**src/core/mcr_cfg.svh**
```systemverilog
// offsets, field positions, reset values and codes for the mac configuration block
`ifndef MCR_CFG_SVH
`define MCR_CFG_SVH

// byte addresses of the register and its alias locations
`define MCR_OFF_CFG     8'h00
`define MCR_OFF_SET     8'h04
`define MCR_OFF_CLR     8'h08
`define MCR_OFF_INV     8'h0c

// field positions
`define MCR_B_WIDE      15
`define MCR_B_BACKOFF   14
`define MCR_B_RXCSL     11
`define MCR_B_RXPATH    10
`define MCR_B_TXCSL     9
`define MCR_B_TXPATH    8
`define MCR_B_LOOP      4
`define MCR_B_PSEND     3
`define MCR_B_POBEY     2
`define MCR_B_ALLFR     1
`define MCR_B_RXON      0

// reset value and implemented bits
`define MCR_CFG_RST     16'h800d
`define MCR_CFG_IMPL    16'hcf1f

// backoff random generator
`define MCR_LFSR_SEED   16'hace1
`define MCR_LFSR_TAPS   16'hb400

// bus answers
`define MCR_RESP_OKAY   2'h0
`define MCR_RESP_SLVERR 2'h2

`endif

```
**src/core/mcr_pkg.sv**
```systemverilog
// types shared by the mac configuration block
package mcr_pkg;

  typedef enum logic [1:0] {
    MCR_WR_COLLECT = 2'h1,
    MCR_WR_RESP    = 2'h2
  } mcr_wr_state_e;

  typedef enum logic [1:0] {
    MCR_ALIAS_PLAIN = 2'h0,
    MCR_ALIAS_SET   = 2'h1,
    MCR_ALIAS_CLR   = 2'h2,
    MCR_ALIAS_INV   = 2'h3
  } mcr_alias_e;

  typedef struct packed {
    logic mac_wide_reset_hold;
    logic backoff_random_reset;
    logic rx_control_sublayer_reset;
    logic rx_path_reset;
    logic tx_control_sublayer_reset;
    logic tx_path_reset;
    logic loopback;
    logic pause_send_allow;
    logic pause_obey;
    logic accept_every_frame;
    logic receive_on;
  } mcr_ctrl_s;

endpackage : mcr_pkg

```
**src/core/mcr_backoff_lfsr.sv**
```systemverilog
// backoff random number generator for the transmit function
`timescale 1ns/1ps
`default_nettype none
`include "mcr_cfg.svh"

module mcr_backoff_lfsr (
  // clock and reset
  input  wire logic        aclk,
  input  wire logic        aresetn,
  // control
  input  wire logic        hold_seed,
  // value
  output var  logic [15:0] value_o
);

  logic [15:0] value_ff;
  logic [15:0] nxt_value;

  // galois step; a zero state cannot occur since the seed is nonzero
  always_comb begin
    if (hold_seed) begin
      nxt_value = `MCR_LFSR_SEED;
    end else if (value_ff[0]) begin
      nxt_value = (value_ff >> 1) ^ `MCR_LFSR_TAPS;
    end else begin
      nxt_value = value_ff >> 1;
    end
  end

  always_ff @(posedge aclk) begin
    if (!aresetn) begin
      value_ff <= `MCR_LFSR_SEED;
    end else begin
      value_ff <= nxt_value;
    end
  end

  assign value_o = value_ff;

endmodule : mcr_backoff_lfsr
`default_nettype wire

```
**src/core/mcr_top.sv**
```systemverilog
// mac configuration and sub-layer reset register with an axi4-lite slave
// Functional notes
// - bit 15 holds whole mac in reset
// - bit 14 resets transmit backoff generator
// - bit 11 holds receive control sub-layer
// - bit 10 holds receive function logic
// - bit 9 holds transmit control sub-layer
// - bit 8 holds transmit function logic
// - bit 4 loops transmit into receive
// - bit 3 allows sending pause frames
// - bit 2 obeys received pause frames
// - bit 1 accepts control frames too
// - bit 0 enables frame reception
// - byte-wide writes are ignored
// - set, clear, invert aliases take halfword/word
// - reset value has bits 15,3,2,0 set
// - unimplemented bits read as zero
`timescale 1ns/1ps
`default_nettype none
`include "mcr_cfg.svh"

module mcr_top (
  // clock and reset
  input  wire logic             aclk,
  input  wire logic             aresetn,
  // axi4-lite write address
  input  wire logic [7:0]       s_axi_awaddr,
  input  wire logic             s_axi_awvalid,
  output var  logic             s_axi_awready,
  // axi4-lite write data
  input  wire logic [31:0]      s_axi_wdata,
  input  wire logic [3:0]       s_axi_wstrb,
  input  wire logic             s_axi_wvalid,
  output var  logic             s_axi_wready,
  // axi4-lite write response
  output var  logic [1:0]       s_axi_bresp,
  output var  logic             s_axi_bvalid,
  input  wire logic             s_axi_bready,
  // axi4-lite read
  input  wire logic [7:0]       s_axi_araddr,
  input  wire logic             s_axi_arvalid,
  output var  logic             s_axi_arready,
  output var  logic [31:0]      s_axi_rdata,
  output var  logic [1:0]       s_axi_rresp,
  output var  logic             s_axi_rvalid,
  input  wire logic             s_axi_rready,
  // mac controls
  output var  mcr_pkg::mcr_ctrl_s ctrl_o,
  output var  logic [15:0]      backoff_random_value
);

  function automatic logic addr_mapped(input logic [7:0] a);
    addr_mapped = (a[7:4] == 4'h0) && (a[1:0] == 2'h0);
  endfunction : addr_mapped

  // halfword or word lanes only
  function automatic logic width_ok(input logic [3:0] s);
    width_ok = (s == 4'hf) || (s == 4'h3) || (s == 4'hc);
  endfunction : width_ok

  function automatic logic [15:0] merge(input logic [15:0] cur, input logic [31:0] d,
                                        input logic [3:0] s, input logic [7:0] a);
    logic [15:0] m;
    logic [15:0] r;
    m = d[15:0] & {{8{s[1]}}, {8{s[0]}}};
    r = cur;
    unique case (mcr_pkg::mcr_alias_e'(a[3:2]))
      mcr_pkg::MCR_ALIAS_PLAIN: r = (cur & ~{{8{s[1]}}, {8{s[0]}}}) | m;
      mcr_pkg::MCR_ALIAS_SET:   r = cur | m;
      mcr_pkg::MCR_ALIAS_CLR:   r = cur & ~m;
      mcr_pkg::MCR_ALIAS_INV:   r = cur ^ m;
    endcase
    merge = r & `MCR_CFG_IMPL;
  endfunction : merge

  // the whole-mac hold overrides every sub-layer hold
  function automatic mcr_pkg::mcr_ctrl_s ctrl_of(input logic [15:0] c);
    mcr_pkg::mcr_ctrl_s k;
    k.mac_wide_reset_hold       = c[`MCR_B_WIDE];
    k.backoff_random_reset      = c[`MCR_B_BACKOFF] | c[`MCR_B_WIDE];
    k.rx_control_sublayer_reset = c[`MCR_B_RXCSL] | c[`MCR_B_WIDE];
    k.rx_path_reset             = c[`MCR_B_RXPATH] | c[`MCR_B_WIDE];
    k.tx_control_sublayer_reset = c[`MCR_B_TXCSL] | c[`MCR_B_WIDE];
    k.tx_path_reset             = c[`MCR_B_TXPATH] | c[`MCR_B_WIDE];
    k.loopback                  = c[`MCR_B_LOOP];
    k.pause_send_allow          = c[`MCR_B_PSEND];
    k.pause_obey                = c[`MCR_B_POBEY];
    k.accept_every_frame        = c[`MCR_B_ALLFR];
    k.receive_on                = c[`MCR_B_RXON];
    ctrl_of = k;
  endfunction : ctrl_of

  mcr_pkg::mcr_wr_state_e wr_state_ff;
  mcr_pkg::mcr_wr_state_e nxt_wr_state;
  logic                   aw_got_ff;
  logic                   nxt_aw_got;
  logic                   w_got_ff;
  logic                   nxt_w_got;
  logic [7:0]             waddr_ff;
  logic [7:0]             nxt_waddr;
  logic [31:0]            wdata_ff;
  logic [31:0]            nxt_wdata;
  logic [3:0]             wstrb_ff;
  logic [3:0]             nxt_wstrb;
  logic                   awready_ff;
  logic                   nxt_awready;
  logic                   wready_ff;
  logic                   nxt_wready;
  logic                   bvalid_ff;
  logic                   nxt_bvalid;
  logic [1:0]             bresp_ff;
  logic [1:0]             nxt_bresp;
  logic                   arready_ff;
  logic                   nxt_arready;
  logic                   rvalid_ff;
  logic                   nxt_rvalid;
  logic [31:0]            rdata_ff;
  logic [31:0]            nxt_rdata;
  logic [1:0]             rresp_ff;
  logic [1:0]             nxt_rresp;
  logic [15:0]            cfg_ff;
  logic [15:0]            nxt_cfg;
  mcr_pkg::mcr_ctrl_s     ctrl_ff;
  logic                   wr_commit;
  logic                   wr_apply;

  assign wr_commit = (wr_state_ff == mcr_pkg::MCR_WR_COLLECT) && aw_got_ff && w_got_ff;
  assign wr_apply  = wr_commit && addr_mapped(waddr_ff) && width_ok(wstrb_ff);

  // write channel
  always_comb begin
    nxt_wr_state = wr_state_ff;
    nxt_aw_got   = aw_got_ff;
    nxt_w_got    = w_got_ff;
    nxt_waddr    = waddr_ff;
    nxt_wdata    = wdata_ff;
    nxt_wstrb    = wstrb_ff;
    nxt_bvalid   = bvalid_ff;
    nxt_bresp    = bresp_ff;
    unique case (wr_state_ff)
      mcr_pkg::MCR_WR_COLLECT: begin
        if (s_axi_awvalid && awready_ff) begin
          nxt_aw_got = 1'b1;
          nxt_waddr  = s_axi_awaddr;
        end
        if (s_axi_wvalid && wready_ff) begin
          nxt_w_got = 1'b1;
          nxt_wdata = s_axi_wdata;
          nxt_wstrb = s_axi_wstrb;
        end
        if (wr_commit) begin
          nxt_wr_state = mcr_pkg::MCR_WR_RESP;
          nxt_bvalid   = 1'b1;
          // ignored byte writes still answer okay; only a bad address errors
          nxt_bresp    = addr_mapped(waddr_ff) ? `MCR_RESP_OKAY : `MCR_RESP_SLVERR;
        end
      end
      mcr_pkg::MCR_WR_RESP: begin
        if (s_axi_bready) begin
          nxt_wr_state = mcr_pkg::MCR_WR_COLLECT;
          nxt_bvalid   = 1'b0;
          nxt_aw_got   = 1'b0;
          nxt_w_got    = 1'b0;
        end
      end
      default: begin
        nxt_wr_state = mcr_pkg::MCR_WR_COLLECT;
        nxt_bvalid   = 1'b0;
        nxt_aw_got   = 1'b0;
        nxt_w_got    = 1'b0;
      end
    endcase
    nxt_awready = (nxt_wr_state == mcr_pkg::MCR_WR_COLLECT) && !nxt_aw_got;
    nxt_wready  = (nxt_wr_state == mcr_pkg::MCR_WR_COLLECT) && !nxt_w_got;
  end

  always_ff @(posedge aclk) begin
    if (!aresetn) begin
      wr_state_ff <= mcr_pkg::MCR_WR_COLLECT;
      aw_got_ff   <= 1'b0;
      w_got_ff    <= 1'b0;
      waddr_ff    <= 8'h00;
      wdata_ff    <= 32'h0000_0000;
      wstrb_ff    <= 4'h0;
      awready_ff  <= 1'b0;
      wready_ff   <= 1'b0;
      bvalid_ff   <= 1'b0;
      bresp_ff    <= `MCR_RESP_OKAY;
    end else begin
      wr_state_ff <= nxt_wr_state;
      aw_got_ff   <= nxt_aw_got;
      w_got_ff    <= nxt_w_got;
      waddr_ff    <= nxt_waddr;
      wdata_ff    <= nxt_wdata;
      wstrb_ff    <= nxt_wstrb;
      awready_ff  <= nxt_awready;
      wready_ff   <= nxt_wready;
      bvalid_ff   <= nxt_bvalid;
      bresp_ff    <= nxt_bresp;
    end
  end

  // read channel; every alias reads back the register itself
  always_comb begin
    // ready again whenever no read answer is pending, including after reset
    nxt_arready = arready_ff | ~rvalid_ff;
    nxt_rvalid  = rvalid_ff;
    nxt_rdata   = rdata_ff;
    nxt_rresp   = rresp_ff;
    if (rvalid_ff && s_axi_rready) begin
      nxt_rvalid  = 1'b0;
      nxt_arready = 1'b1;
    end else if (s_axi_arvalid && arready_ff) begin
      nxt_arready = 1'b0;
      nxt_rvalid  = 1'b1;
      nxt_rdata   = addr_mapped(s_axi_araddr) ? {16'h0000, cfg_ff & `MCR_CFG_IMPL} : 32'h0000_0000;
      nxt_rresp   = addr_mapped(s_axi_araddr) ? `MCR_RESP_OKAY : `MCR_RESP_SLVERR;
    end
  end

  always_ff @(posedge aclk) begin
    if (!aresetn) begin
      arready_ff <= 1'b0;
      rvalid_ff  <= 1'b0;
      rdata_ff   <= 32'h0000_0000;
      rresp_ff   <= `MCR_RESP_OKAY;
    end else begin
      arready_ff <= nxt_arready;
      rvalid_ff  <= nxt_rvalid;
      rdata_ff   <= nxt_rdata;
      rresp_ff   <= nxt_rresp;
    end
  end

  // configuration register
  always_comb begin
    nxt_cfg = cfg_ff;
    if (wr_apply) begin
      nxt_cfg = merge(cfg_ff, wdata_ff, wstrb_ff, waddr_ff);
    end
  end

  always_ff @(posedge aclk) begin
    if (!aresetn) begin
      cfg_ff  <= `MCR_CFG_RST;
      ctrl_ff <= ctrl_of(`MCR_CFG_RST);
    end else begin
      cfg_ff  <= nxt_cfg;
      ctrl_ff <= ctrl_of(nxt_cfg);
    end
  end

  mcr_backoff_lfsr u_lfsr (
    .aclk      (aclk),
    .aresetn   (aresetn),
    .hold_seed (ctrl_ff.backoff_random_reset),
    .value_o   (backoff_random_value)
  );

  assign s_axi_awready = awready_ff;
  assign s_axi_wready  = wready_ff;
  assign s_axi_bvalid  = bvalid_ff;
  assign s_axi_bresp   = bresp_ff;
  assign s_axi_arready = arready_ff;
  assign s_axi_rvalid  = rvalid_ff;
  assign s_axi_rdata   = rdata_ff;
  assign s_axi_rresp   = rresp_ff;
  assign ctrl_o        = ctrl_ff;
endmodule : mcr_top
`default_nettype wire

```
**config.mk**
```make
export PLATFORM = sky130hd
export DESIGN_NAME = mcr_top
export DESIGN_NICKNAME = d
export VERILOG_FILES = /design/src/core/mcr_pkg.sv /design/src/core/mcr_backoff_lfsr.sv /design/src/core/mcr_top.sv
export VERILOG_INCLUDE_DIRS = /design/src /design/src/core
export SDC_FILE = /design/constraint.sdc
export NUM_CORES = 1
export LEC_CHECK = 0
export BUFFER_PORTS_ARGS = -buffer_cell sky130_fd_sc_hd__buf_2
export CAP_MARGIN = 30
export CORE_MARGIN = 1.5
export CORE_UTILIZATION = 40
export CTS_CLUSTER_DIAMETER = 80
export CTS_CLUSTER_SIZE = 16
export DETAILED_ROUTE_END_ITERATION = 8
export PLACE_DENSITY = 0.65
export SETUP_SLACK_MARGIN = 0.3
export SLEW_MARGIN = 20
export SYNTH_ARGS = -nofsm -noshare
export SYNTH_HDL_FRONTEND = slang
export SYNTH_SLANG_ARGS = --single-unit
```
**constraint.sdc**
```tcl
create_clock -name aclk -period 6.5 [get_ports aclk]
set_clock_uncertainty 0.15 [all_clocks]
set_input_delay 1.625 -clock aclk [delete_from_list [all_inputs] [get_ports aclk]]
set_output_delay 1.625 -clock aclk [all_outputs]
set_load 0.02 [all_outputs]
```
======== After elaboration in Yosys (flattened, before gate mapping) ========
Cells that the tools add are included.
storage, ports and cells
  bits in registers ....................... 111
  input port bits ......................... 59
  output and inout port bits .............. 68
  logic and storage cells ................. 104
operators by class
  equality and inequality tests ........... 11
  mux-type cells .......................... 20
  bitwise operators ....................... 18
  reduce and logical (&&, ||, !) cells .... 28
operators by type and width
  cell                                                                   count
  16-bit one-hot mux with 4 select lines                                 1
  16-bit AND                                                             3
  16-bit two-way mux                                                     3
  16-bit NOT                                                             2
  16-bit OR                                                              2
  16-bit XOR                                                             1
  1-bit logical AND                                                      12
  2-bit AND reduction                                                    5
  4-bit equality test, second input constant                             2
  4-bit logical NOT                                                      2
  1-bit two-way mux                                                      8
  2-bit two-way mux                                                      4
  2-bit by 1-bit equality test with 1-bit output, second input constant  3
  2-bit equality test, second input constant                             3
  2-bit logical NOT                                                      3
  1-bit OR                                                               6
  1-bit one-hot mux with 2 select lines                                  3
  4-bit by 2-bit equality test with 1-bit output, second input constant  1
  2-bit inequality test, second input constant                           2
  3-bit NOT with 4-bit output                                            1
  2-bit one-hot mux with 2 select lines                                  1
  2-bit OR reduction                                                     2
  1-bit NOT                                                              3
  1-bit logical NOT                                                      2
  1-bit logical OR                                                       2

======== Logic depth before layout (Yosys ltp) ========
  word-level depth ........................ 7
  gate-level depth with buffers ........... 8
  mapped depth without buffers ............ 6

======== By module ========
From an unflattened synthesis, not the netlist that was laid out.
second synthesis, totals
  cells, all modules ...................... 436
  area total of the unflattened synthesis .. 3648.5 µm²
modules (own cells, without submodules)
  module            times used  cells an instance  area each (µm²)  seq. area each (µm²)
  mcr_top           1           399                3176.8           1221.2
  mcr_backoff_lfsr  1           37                 471.7            320.3

======== Worst setup path before layout ========
No wires, ideal clock.
  path kind ............................... input -> register
  start point ............................. input s_axi_araddr[7]
  end point ............................... register rdata_ff[10] (netlist: s_axi_rdata[10])
  library setup time ...................... 0.076 ns
  arrival ................................. 2.894 ns
  data required time ...................... 6.274 ns
  slack ................................... 3.381 ns
  cell stages on the path ................. 5
  path buffers ............................ 1
  cells stage by stage .................... or4_1 > nor3_1 > clkbuf_1 > nand3_1 > a21boi_0
between the ends
  cells in the longest elaborated chain, start to end .. 3
ends and longest elaborated chain
  element               line            text
  start, declared       mcr_top.sv:40   input wire logic [7:0] s_axi_araddr,
  4-bit logical NOT     mcr_top.sv:53   addr_mapped = (a[7:4] == 4'h0) && (a[1:0] == 2'h0);
  1-bit logical AND     mcr_top.sv:53
  16-bit two-way mux    mcr_top.sv:216  nxt_rdata = addr_mapped(s_axi_araddr) ? {16'h0000, cfg_ff & `MCR_CFG_IMPL} : 32'h0000_0000;
  end signal, assigned  mcr_top.sv:230  rdata_ff <= nxt_rdata;
  end, declared         mcr_top.sv:117  logic [31:0] rdata_ff;
Every way passes these cells.
A chain may end at the register's enable or synchronous reset.

==> flow_metrics.env <==
export IMPL_status="finished clean"
export IMPL_die_h_um=100.6
export IMPL_ctsHtreeMaxLevel=3
export IMPL_grt_use_total=0.1648
export IMPL_synth_edf_count=0
export IMPL_antenna_found_initial=0
export IMPL_clockBufferDepth=2
export IMPL_netlist_area_um2=3809
export IMPL_mostFrequentLayoutCell="buf_2"
export IMPL_ant_nets=0
export IMPL_arrival_ps=3290
export IMPL_fin_crit_ps=3246
export IMPL_grt_max_degree=58
export IMPL_final_cell_mix="buf_2, nand2_1, dfxtp_1"
export IMPL_die_w_um=100.6
export IMPL_postSynthCellCount=430
export IMPL_p_per_area_nw_per_um2=252.3
export IMPL_synth_area_per_cell_um2=8.857
export IMPL_die_area_um2=10120
export IMPL_setup_violations=0
export IMPL_antenna_cells=0
export IMPL_p_leak_nw=1.867
export IMPL_grt_overflow=0
export IMPL_tritoncts="built"
export IMPL_end_kind="register"
export IMPL_stdcell_count=628
export IMPL_layout_drive_gt1_share=0.2285
export IMPL_tightest_slew_ps=876.1
export IMPL_hold_path_class="register to register"
export IMPL_grt_pass1_wl_mm=13.23
export IMPL_grt_pass1_vias=2834
export IMPL_ys_warn_count=0
export IMPL_crit_type="input port to register"
export IMPL_synthArstFlopShare=0
export IMPL_rows=35
export IMPL_routed_wl_mm=7.922
export IMPL_clkTransAtPathRegs_ps=80
export IMPL_final_cell_area_um2=4360
export IMPL_place_gp_congestion=0.7864
export IMPL_drt_first_iter_violations=103
export IMPL_max_freq_mhz=308.1
export IMPL_clk_root_buffer_cell="clkbuf_8"
export IMPL_avgViaCountPerCell=4.796
export IMPL_post_route_util=0.4719
export IMPL_wl_per_cell_um=12.61
export IMPL_vias=3012
export IMPL_insertion_delay_ps=350
export IMPL_hpwl_mm=5.712
export IMPL_synth_distinct_cells=41
export IMPL_vdd_ir_drop_max_mv=0.1036
export IMPL_post_route_period_util=0.4993
export IMPL_io_buffers=80
export IMPL_post_cts_setup_buffers=0
export IMPL_critPathLaunchType="input port"
export IMPL_seq_area_frac_synth=0.4047
export IMPL_relSlewSlack=0.4159
export IMPL_cts_resized=0
export IMPL_path_max_fanout=57
export IMPL_areaGrowthSynthToFinish_pct=14.49
export IMPL_first_pass_iters=4
export IMPL_num_nets_final=577
export IMPL_pin_count=127
export IMPL_start_util=0.4122
export IMPL_ys_ff_latch=77
export IMPL_postCtsHoldBufs=0
export IMPL_cts_sinks=77
export IMPL_dp_cells=610
export IMPL_core_area_um2=9240
export IMPL_r2r_slack_ps=3710
export IMPL_rsz0062_at_grt="no"
export IMPL_postPlaceCellArea_um2=4156
export IMPL_final_max_slew_viol_count=0
export IMPL_cp_data_required_time_ps=6540
export IMPL_cts_buffers=9
export IMPL_setup_tns_final_ps=0
export IMPL_drv_cap=0
export IMPL_report_final_hold_viol_count=0
export IMPL_drc_errors=0
export IMPL_synth_ff_type="dfxtp_1"
==> kinds of logic after synthesis <==
| family | after synthesis | synth area share |
|---|---|---|
| adders and majority gates | 24 | 0.07884 |
| AOI/OAI and AO/OA | 85 | 0.1616 |
| muxes | 9 | 0.04731 |
| other | 1 | 0.0009846 |
| DFF | 77 | 0.4047 |
| and+or+nand+nor | 147 | 0.1859 |
| xor gates and xnor gates | 4 | 0.009200 |
| buffers and inverters | 83 | 0.1114 |
==> per-layer routing <==
metal	global-route usage	wire [um]	share of wire	vias to the layer above
li1	-	-	-	1525
met1	0.2099	3730	0.47	1392
met5	0	0	0	-
met2	0.2723	3694	0.47	84
met3	0.02913	371	0.047	11
met4	0.07476	126	0.016	0
==> power breakdown <==
part	switching (mW)	total (mW)	leakage, nW	internal (mW)
sequential	0.0347	0.543	0.625	0.508
combinational	0.129	0.205	1.14	0.0762
clock	0.167	0.352	0.103	0.185
total	0.330	1.10	1.87	0.770
==> layout make-up <==
cell class	count	area (um^2)
clock buffer	11	141.4
clock inverter	5	50.05
fill	920	4880
inverter	30	112.6
multi-input combinational	292	1931
sequential	77	1541
tap	129	161.4
timing repair buffer	84	422.9
==> metrics by stage <==
stage               hold slack, ps  setup slack, ps  total power [mW]
floorplan                    287.9             3381            0.7123
global placement             262.6             2764            0.7482
detailed placement           276.3             2834            0.7551
CTS                          298.6             3210             1.111
global route                 315.5             3106             1.164
finish                       288.9             3254             1.100
==> critical path: stages <==
cell	delay, ps
buf_2	660
o31ai_1	190
nor4_2	610
o22ai_1	190
==> flip-flops by register name (all words and copies together) (netlist names), 2 cells and up, named ones only <==
| register | count |
|---|---|
| cfg_ff | 6 |
| ctrl_o | 5 |
| s_axi_rdata | 11 |
| u_lfsr.value_o | 16 |
| waddr_ff | 8 |
| wdata_ff | 11 |
| wr_state_ff | 2 |
| wstrb_ff | 4 |
==> cells in the mapped netlist, types with 2 or more instances <==
master | instances | area (um^2)
a31oi_1 | 2 | 12.51
nand2b_1 | 9 | 56.30
o211ai_1 | 10 | 75.07
nor4_2 | 2 | 25.02
o22ai_1 | 2 | 12.51
inv_1 | 30 | 112.6
ha_1 | 24 | 300.3
o2111ai_1 | 3 | 26.28
o21ai_0 | 9 | 45.04
mux4_2 | 7 | 157.7
nand2_1 | 81 | 304.0
or4_1 | 3 | 22.52
a21boi_0 | 38 | 285.3
nor3b_1 | 2 | 15.01
and2_1 | 11 | 68.82
nor2b_1 | 5 | 31.28
clkbuf_1 | 23 | 86.33
dfxtp_1 | 77 | 1541
xnor2_1 | 3 | 26.28
nor3_1 | 4 | 20.02
nand3_1 | 16 | 80.08
a211oi_1 | 2 | 15.01
o211a_1 | 2 | 20.02
and3_1 | 4 | 25.02
o31ai_1 | 8 | 60.06
a21oi_1 | 4 | 20.02
buf_4 | 30 | 225.2
nor2_1 | 5 | 18.77
mux2_2 | 2 | 22.52
==> final timing paths <==
kind | endpoint | cells after the start | start
worst min-delay path | u_lfsr.value_o[11]$_SDFF_PP1_ | 1 | u_lfsr.value_o[12]$_SDFF_PP0_
worst max-delay path | ctrl_o[9]$_SDFF_PN1_ | 4 | aresetn
worst max register to register | ctrl_o[9]$_SDFF_PN1_ | 5 | wr_state_ff[0]$_SDFF_PN1_
worst min register to register | u_lfsr.value_o[11]$_SDFF_PP1_ | 1 | u_lfsr.value_o[12]$_SDFF_PP0_
Power figures use the tool's default switching activity.
